### config.mk
export PLATFORM = sky130hd
export DESIGN_NAME = pbd_decode_top
export DESIGN_NICKNAME = d
export VERILOG_FILES = /design/src/rtl/pbd_pkg.sv /design/src/rtl/pbd_periph_map.sv /design/src/rtl/pbd_bank_cfg.sv /design/src/rtl/pbd_decode_top.sv
export SDC_FILE = /design/constraint.sdc
export NUM_CORES = 1
export LEC_CHECK = 0
export ABC_AREA = 0
export BUFFER_PORTS_ARGS = -buffer_cell sky130_fd_sc_hd__buf_2
export CORE_MARGIN = 3
export CORE_UTILIZATION = 45
export DETAILED_ROUTE_END_ITERATION = 7
export PLACE_DENSITY_LB_ADDON = 0.25
export SYNTH_ARGS = -nofsm -noshare
export SYNTH_HDL_FRONTEND = slang
export SYNTH_SLANG_ARGS = --single-unit
### constraint.sdc
create_clock -name clk_in -period 4.6 [get_ports clk_in]
set_input_delay 1.15 -clock clk_in [delete_from_list [all_inputs] [get_ports clk_in]]
set_output_delay 1.15 -clock clk_in [all_outputs]
set_load 0.05 [all_outputs]
### src/rtl/pbd_pkg.sv
// Function
// - device access inside low peripheral window goes to peripheral registers
// - device access outside the window is an ordinary memory access
// - plain load/store in the window goes to external memory, never peripherals
// - each peripheral is a 4K block; low twelve bits address inside it
// - memory interface at 0x2000, diagnostics at 0x3000, 0x4000 up reserved
// - interrupt/low-power, interrupt level, clock/watchdog at 0x20000000 upward
// - serial ports at 0x20004000, 0x20006000; first parallel io at 0x20008000
// - second parallel io 0x2000A000, signal processing 0x2000C000, above reserved
// - lowest 64 Kbytes from 0x80000000 served by on-chip SRAM
// - from 0x81000000 within bank 0 goes to external RAM
// - bank is the signed address quarter, bank 0 lowest, bank 3 highest
// - 16-bit data path, four independently configured static memory banks
// - each bank holds 64 configuration bits as four 16-bit registers
// - after reset every bank holds a slow default configuration
// - one lock per bank; locked bank refuses configuration data writes
// - one status register shows locked and configured per bank
// - sixteen 16-bit data registers on word boundaries, plus locks and status
// - words 0x80000040 to 0x8000013F reserved for trap structures
// - word 0x80000014 reserved as the DMA channel state word
// - at most one active-low chip enable, for the accessed bank of an external access
package pbd_pkg;
    localparam logic [31:0] PBD_PERIPH_END       = 32'h3FFF_FFFF;
    // 4K block numbers, address bits 31:12
    localparam logic [19:0] PBD_BLK_EMI          = 20'h00002;
    localparam logic [19:0] PBD_BLK_DIAG         = 20'h00003;
    localparam logic [19:0] PBD_BLK_INTC         = 20'h20000;
    localparam logic [19:0] PBD_BLK_ILC          = 20'h20001;
    localparam logic [19:0] PBD_BLK_RTC          = 20'h20002;
    localparam logic [19:0] PBD_BLK_SER1         = 20'h20004;
    localparam logic [19:0] PBD_BLK_SER2         = 20'h20006;
    localparam logic [19:0] PBD_BLK_PIO1         = 20'h20008;
    localparam logic [19:0] PBD_BLK_PIO2         = 20'h2000A;
    localparam logic [19:0] PBD_BLK_DSP          = 20'h2000C;
    localparam logic [31:0] PBD_LOWEST_SIGNED    = 32'h8000_0000;
    localparam logic [31:0] PBD_SRAM_END         = 32'h8000_FFFF;
    localparam logic [31:0] PBD_DMA_WORD         = 32'h8000_0014;
    localparam logic [31:0] PBD_TRAP_AREA_BASE   = 32'h8000_0040;
    localparam logic [31:0] PBD_USER_MEMORY_BASE = 32'h8000_0140;
    localparam logic [31:0] PBD_EXT_RAM_BASE     = 32'h8100_0000;
    // register offsets inside the memory interface block
    localparam logic [11:0] PBD_OFS_DATA_END     = 12'h03C;
    localparam logic [11:0] PBD_OFS_LOCK0        = 12'h040;
    localparam logic [11:0] PBD_OFS_LOCK3        = 12'h04C;
    localparam logic [11:0] PBD_OFS_STATUS       = 12'h050;
    // longest access, widest release, 16-bit port
    localparam logic [63:0] PBD_CFG_RESET        = 64'h0FFF_0FFF_0FFF_1811;

    typedef enum logic [2:0] {
        PBD_TGT_NONE, PBD_TGT_PERIPH, PBD_TGT_SRAM,
        PBD_TGT_SYSTEM, PBD_TGT_EXT, PBD_TGT_RSVD
    } pbd_target_t;

    typedef enum logic [3:0] {
        PBD_PER_NONE, PBD_PER_RSVD, PBD_PER_EMI, PBD_PER_DIAG,
        PBD_PER_INTC, PBD_PER_ILC, PBD_PER_RTC, PBD_PER_SER1,
        PBD_PER_SER2, PBD_PER_PIO1, PBD_PER_PIO2, PBD_PER_DSP
    } pbd_periph_t;

    typedef enum logic [1:0] {
        PBD_SYS_NONE, PBD_SYS_DMA, PBD_SYS_TRAP, PBD_SYS_PRIV
    } pbd_sys_t;

    typedef struct packed {
        logic        valid;
        logic        dev;
        logic        write;
        logic [31:0] addr;
        logic [15:0] wdata;
    } pbd_req_t;

    typedef struct packed {
        logic        valid;
        logic        write;
        pbd_target_t target;
        pbd_periph_t periph;
        logic [11:0] offset;
        logic [1:0]  bank;
        pbd_sys_t    sys;
    } pbd_route_t;

    // signed quarters: 0x80000000 is bank 0, 0x40000000 bank 3
    function automatic logic [1:0] pbd_bank_of(input logic [31:0] a);
        return {~a[31], a[30]};
    endfunction
endpackage

### src/rtl/pbd_periph_map.sv
`timescale 1ns/1ps
`default_nettype none
module pbd_periph_map
    import pbd_pkg::*;
(
    // address under decode
    input  wire logic [31:0] addr_in,
    // selected 4K block
    output pbd_periph_t      periph_out
);
    logic [19:0] blk;
    assign blk = addr_in[31:12];

    always_comb begin
        if (blk == PBD_BLK_EMI) begin
            periph_out = PBD_PER_EMI;
        end else if (blk == PBD_BLK_DIAG) begin
            periph_out = PBD_PER_DIAG;
        end else if (blk == PBD_BLK_INTC) begin
            periph_out = PBD_PER_INTC;
        end else if (blk == PBD_BLK_ILC) begin
            periph_out = PBD_PER_ILC;
        end else if (blk == PBD_BLK_RTC) begin
            periph_out = PBD_PER_RTC;
        end else if (blk == PBD_BLK_SER1) begin
            periph_out = PBD_PER_SER1;
        end else if (blk == PBD_BLK_SER2) begin
            periph_out = PBD_PER_SER2;
        end else if (blk == PBD_BLK_PIO1) begin
            periph_out = PBD_PER_PIO1;
        end else if (blk == PBD_BLK_PIO2) begin
            periph_out = PBD_PER_PIO2;
        end else if (blk == PBD_BLK_DSP) begin
            periph_out = PBD_PER_DSP;
        end else begin
            // holes between blocks count as reserved too
            periph_out = PBD_PER_RSVD;
        end
    end
endmodule // pbd_periph_map
`default_nettype wire

### src/rtl/pbd_bank_cfg.sv
`timescale 1ns/1ps
`default_nettype none
module pbd_bank_cfg
    import pbd_pkg::*;
#(
    parameter logic [63:0] RESET_CFG = PBD_CFG_RESET
) (
    // clock and reset
    input  wire logic        clk_in,
    input  wire logic        rst_n_in,
    // register writes
    input  wire logic        wr_in,
    input  wire logic [1:0]  word_in,
    input  wire logic [15:0] wdata_in,
    input  wire logic        lock_in,
    // state
    output logic [63:0]      cfg_out,
    output logic             locked_out,
    output logic             configured_out
);
    logic [3:0][15:0] cfg_q;
    logic             lock_q;
    logic             done_q;

    always_ff @(posedge clk_in) begin
        if (!rst_n_in) begin
            cfg_q <= RESET_CFG;
        end else if (wr_in && !lock_q) begin
            cfg_q[word_in] <= wdata_in;
        end
    end

    // lock is sticky until reset
    always_ff @(posedge clk_in) begin
        if (!rst_n_in) begin
            lock_q <= 1'b0;
        end else if (lock_in) begin
            lock_q <= 1'b1;
        end
    end

    always_ff @(posedge clk_in) begin
        if (!rst_n_in) begin
            done_q <= 1'b0;
        end else if (wr_in && !lock_q) begin
            done_q <= 1'b1;
        end
    end

    assign cfg_out        = cfg_q;
    assign locked_out     = lock_q;
    assign configured_out = done_q;
endmodule // pbd_bank_cfg
`default_nettype wire

### src/rtl/pbd_decode_top.sv
`timescale 1ns/1ps
`default_nettype none
module pbd_decode_top
    import pbd_pkg::*;
#(
    parameter int NUM_BANKS = 4
) (
    // clock and reset
    input  wire logic              clk_in,
    input  wire logic              rst_n_in,
    // processor request
    input  wire pbd_req_t          req_in,
    // routing result
    output pbd_route_t             route_out,
    output logic [3:0]             bank_chip_enable_n_out,
    // locally completed accesses
    output logic                   local_ack_out,
    output logic [15:0]            rdata_out,
    // bank configuration for the strobe logic
    output logic [3:0][63:0]       bank_cfg_out
);
    if (NUM_BANKS != 4) begin : g_bad_banks
        $error("bank select is fixed at four quarters");
    end

    pbd_periph_t      periph_c;
    pbd_target_t      tgt_c;
    pbd_sys_t         sys_c;
    pbd_route_t       route_c;
    pbd_route_t       route_q;
    logic             in_win_c;
    logic [1:0]       bank_c;
    logic [11:0]      ofs_c;
    logic             emi_c;
    logic             rsvd_c;
    logic             aligned_c;
    logic             data_wr_c;
    logic [3:0]       lock_wr_c;
    logic [15:0]      rd_c;
    logic [3:0][63:0] cfg_w;
    logic [3:0]       locked_w;
    logic [3:0]       done_w;
    logic [3:0]       ce_n_q;
    logic             ack_q;
    logic [15:0]      rdata_q;

    pbd_periph_map u_map (
        .addr_in    (req_in.addr),
        .periph_out (periph_c)
    );

    assign in_win_c  = req_in.addr <= PBD_PERIPH_END;
    assign bank_c    = pbd_bank_of(req_in.addr);
    assign ofs_c     = req_in.addr[11:0];
    assign aligned_c = ofs_c[1:0] == 2'h0;

    always_comb begin
        tgt_c = PBD_TGT_NONE;
        sys_c = PBD_SYS_NONE;
        if (!req_in.valid) begin
            tgt_c = PBD_TGT_NONE;
        end else if (req_in.dev && in_win_c) begin
            tgt_c = PBD_TGT_PERIPH;
        end else if (req_in.addr >= PBD_LOWEST_SIGNED &&
                     req_in.addr <= PBD_SRAM_END) begin
            // the bottom words are SRAM too, flagged for the core
            if (req_in.addr < PBD_USER_MEMORY_BASE) begin
                tgt_c = PBD_TGT_SYSTEM;
                if (req_in.addr[31:2] == PBD_DMA_WORD[31:2]) begin
                    sys_c = PBD_SYS_DMA;
                end else if (req_in.addr >= PBD_TRAP_AREA_BASE) begin
                    sys_c = PBD_SYS_TRAP;
                end else begin
                    sys_c = PBD_SYS_PRIV;
                end
            end else begin
                tgt_c = PBD_TGT_SRAM;
            end
        end else if (req_in.addr > PBD_SRAM_END &&
                     req_in.addr < PBD_EXT_RAM_BASE) begin
            // hole above SRAM: no chip enable, nothing driven
            tgt_c = PBD_TGT_RSVD;
        end else begin
            tgt_c = PBD_TGT_EXT;
        end
    end

    always_comb begin
        route_c        = '0;
        route_c.valid  = req_in.valid;
        route_c.write  = req_in.write;
        route_c.target = tgt_c;
        route_c.periph = (tgt_c == PBD_TGT_PERIPH) ? periph_c : PBD_PER_NONE;
        route_c.offset = ofs_c;
        route_c.bank   = bank_c;
        route_c.sys    = sys_c;
    end

    assign emi_c  = tgt_c == PBD_TGT_PERIPH && periph_c == PBD_PER_EMI;
    assign rsvd_c = tgt_c == PBD_TGT_PERIPH && periph_c == PBD_PER_RSVD;

    // memory interface register decode
    always_comb begin
        data_wr_c = 1'b0;
        lock_wr_c = 4'h0;
        rd_c      = 16'h0000;
        if (emi_c && aligned_c) begin
            if (ofs_c <= PBD_OFS_DATA_END) begin
                data_wr_c = req_in.write;
                rd_c = cfg_w[ofs_c[5:4]][{ofs_c[3:2], 4'h0} +: 16];
            end else if (ofs_c >= PBD_OFS_LOCK0 && ofs_c <= PBD_OFS_LOCK3) begin
                lock_wr_c[ofs_c[3:2]] = req_in.write && req_in.wdata[0];
                rd_c = {15'h0000, locked_w[ofs_c[3:2]]};
            end else if (ofs_c == PBD_OFS_STATUS) begin
                rd_c = {8'h00, done_w, locked_w};
            end
        end
    end

    for (genvar b = 0; b < 4; b++) begin : g_bank
        pbd_bank_cfg u_cfg (
            .clk_in         (clk_in),
            .rst_n_in       (rst_n_in),
            .wr_in          (data_wr_c && ofs_c[5:4] == 2'(b)),
            .word_in        (ofs_c[3:2]),
            .wdata_in       (req_in.wdata),
            .lock_in        (lock_wr_c[b]),
            .cfg_out        (cfg_w[b]),
            .locked_out     (locked_w[b]),
            .configured_out (done_w[b])
        );
    end

    always_ff @(posedge clk_in) begin
        if (!rst_n_in) begin
            route_q <= '0;
        end else begin
            route_q <= route_c;
        end
    end

    always_ff @(posedge clk_in) begin
        if (!rst_n_in) begin
            ce_n_q <= 4'hF;
        end else if (tgt_c == PBD_TGT_EXT) begin
            ce_n_q <= ~(4'h1 << bank_c);
        end else begin
            ce_n_q <= 4'hF;
        end
    end

    // reserved blocks answer here so the core never hangs
    always_ff @(posedge clk_in) begin
        if (!rst_n_in) begin
            ack_q   <= 1'b0;
            rdata_q <= 16'h0000;
        end else begin
            ack_q   <= emi_c || rsvd_c;
            rdata_q <= (emi_c && !req_in.write) ? rd_c : 16'h0000;
        end
    end

    assign route_out              = route_q;
    assign bank_chip_enable_n_out = ce_n_q;
    assign local_ack_out          = ack_q;
    assign rdata_out              = rdata_q;
    assign bank_cfg_out           = cfg_w;
endmodule // pbd_decode_top
`default_nettype wire

==> run metrics <==
post-synth net total=1,288; leading cell type in the layout, fill and taps excluded=buf_2; Slew Limit Fails=0; largest net degree at the start of global routing=103; Critical Path RT=5.04 ns; Crit Path Class=input pin to flip-flop; Synth-to-Final Area Change=24.38%; Non-Filler Instances=1,965; CP endpoint kind=flip-flop; CP Max Fanout=15; Worst EP arrival=3.77 ns; Final HPWL DP=31.16 mm; GPL Wtd Cong=0.8608; Vias/cell=5.469; Post-Syn Instances=1,235; die area=32,260 um2; WP buf/inv=1; total gr overflow=0; nets=1,608; register area share after synthesis=45.76%; Synth Area per Inst=10.98 um2; Worst VDD drop=0.0001988 V; final wirelength=44.18 mm; Filler cells=2,517; post-route DRC violation count=0; H-tree depth=2; DP Worst Slack=0.7890 ns; FFs w/ async S/R, synth=0%; synth unique cells=44; # rows=62; Initial Utilization=46.50%; Iter 0 DRT Violations=679; Hold Crit Class=flip-flop to flip-flop; Reg clk slew, reported paths=0.06 ns; most used cell, CP=or4_4; outcome=completed; initial antenna violation count=3; RSZ-0062 raised after global routing=no; mean routed wirelength per cell=22.48 um; Setup-failing EPs final=0; clock buffer depth=3; Inst Count DP=1,902; startpoint types=input pin; post-cts sizing count=0; CTS tree=yes; Area after DPL=15,700 um2; final hold vios=0; Worst path max stage delay=0.65 ns; clk sinks=310; Post-synth EDFFs=0; PnR Total Power=5.821 mW; leakage power=7.931 nW; Setup WS post-layout=1.276 ns; crit-path leading delay family=simple AND/OR/NAND/NOR gates; Post-CTS Setup Repair Bufs=0; core outline area=29,170 um2; relative slew slack=27.91%; Min Hold Slack=0.4657 ns; Post-Syn Area=13,560 um2; Final Instance Area=16,870 um2; Final Cycle Share=72.25%; flop and latch count out of synthesis=310; top_reg_cell synth=dfxtp_1; minimum clock period after layout=3.324 ns; Total GRT Usage=26.29%; final core utilization=57.84%; Die H=179.6 um; fmax=300.9 MHz; Setup Skew=0.01014 ns; final setup TNS=0 ns; share of cells above drive strength 1=33.80%; # IOs=355; maxcap violations=0; Worst-Skew Late Latency=0.50 ns; 1st-pass router iterations=5; worst-margin pin slew=1.079 ns; routed via count=10,750; number of synthesis warnings=0; IO Port Bufs=354; P per Cell Area=345.0 nW/um2; CP max-delay cell=nor3_4; worst path cell trace=buf_2 > or4_1 > or4_4 > or4_4 > nor3_4 > a22o_1; CTS root buf=clkbuf_16; TritonCTS Buffers=35; first-pass GRT wire length=66.97 mm; commonest non-fill, non-tap cells in the layout=buf_2 (351), dfxtp_1 (310), mux2i_1 (253), nor2b_1 (174), nand2_1 (141); hold buffer count at cts=0; post-route ant nets=0; chip width=179.6 um; number of global-route vias before repair=10,730
-- cell type report --
type                            count  area, um2  share of cell area, %
Antenna cell                        1      2.502                0.01483
Inverter                            6      22.52                 0.1335
Multi-Input combinational cell    813       6925                  41.05
Clock buffer                       56       1117                  6.623
Sequential cell                   310       6206                  36.79
Timing Repair Buffer              389       2061                  12.22
Tap cell                          384      480.5                  2.848
Clock inverter                      6      55.05                 0.3263
-- power breakdown --
group	switching (mW)	internal, mW	total (mW)
Sequential	0.00174	2.69	2.70
Clock	1.09	1.72	2.80
Combinational	0.217	0.105	0.322
Total	1.31	4.51	5.82
-- synthesized netlist by cell type (2+ instances only) --
cell type | instances | area [um2]
or3_1 | 3 | 18.77
and2_1 | 27 | 168.9
o211ai_1 | 2 | 15.01
buf_2 | 13 | 65.06
nor2b_1 | 174 | 1089
o21ai_0 | 4 | 20.02
mux4_2 | 72 | 1622
mux2i_1 | 253 | 2532
a22oi_1 | 14 | 105.1
nand2_2 | 6 | 37.54
nor2_1 | 10 | 37.54
nand2b_1 | 8 | 50.05
nand3_1 | 7 | 35.03
nor4_1 | 9 | 56.30
a211oi_1 | 2 | 15.01
a22o_1 | 7 | 61.31
xor2_1 | 2 | 17.52
o21a_1 | 6 | 45.04
o21ai_1 | 3 | 15.01
nand4_1 | 4 | 25.02
or4_1 | 3 | 22.52
clkbuf_1 | 84 | 315.3
nand3b_1 | 2 | 15.01
mux2_2 | 2 | 22.52
nor3_1 | 20 | 100.1
inv_1 | 6 | 22.52
nor4b_1 | 4 | 35.03
dfxtp_1 | 310 | 6206
buf_1 | 8 | 30.03
or4_4 | 3 | 33.78
nand2_1 | 141 | 529.3
a21oi_1 | 14 | 70.07
-- worst reg2reg max path, stage by stage, from the launching register on --
cell	delay, ns
dfxtp_1	0.35
or3_1	0.47
nor3_1	0.25
nand2_2	0.49
mux2i_1	0.26
-- sequential cells by signal, summed over array words and instances (netlist names) --
signal / cells
bank_chip_enable_n_out: 4
g_bank.u_cfg.cfg_out: 256
g_bank.u_cfg.configured_out: 4
g_bank.u_cfg.locked_out: 4
local_ack_out: 1
rdata_out: 16
route_out: 25
-- routing by layer --
| layer | GRT usage [%] | share of wire [%] | vias to the layer above |
|---|---|---|---|
| met1 | 35.08 | 43 | 5279 |
| met4 | 6.745 | 2.3 | 0 |
| met2 | 42.75 | 47 | 436 |
| li1 | - | - | 4966 |
| met5 | 0 | 0 | - |
| met3 | 6.973 | 7.9 | 65 |
-- kinds of logic after synthesis --
group	count (synthesis)	share of synthesized area, %
flops	310	45.76
simple gates	425	16.93
fa+ha+maj	1	0.07380
buf+inv	112	3.275
xor+xnor	2	0.1292
compound gates	58	3.044
mux	327	30.79
-- path summary, 6_finish.rpt --
kind | startpoint | end | slack (ns) | cells past startpoint
worst max-delay path | req_in[43] | rdata_out[6] | 1.28 | 6
worst min-delay path | g_bank[2].u_cfg.configured_out | g_bank[2].u_cfg.configured_out | 0.47 | 1
worst max register to register | g_bank[0].u_cfg.locked_out | g_bank[0].u_cfg.cfg_out[41] | 2.63 | 4
worst min register to register | g_bank[2].u_cfg.configured_out | g_bank[2].u_cfg.configured_out | 0.47 | 1
Note: power is estimated with default switching activity, not from simulation.
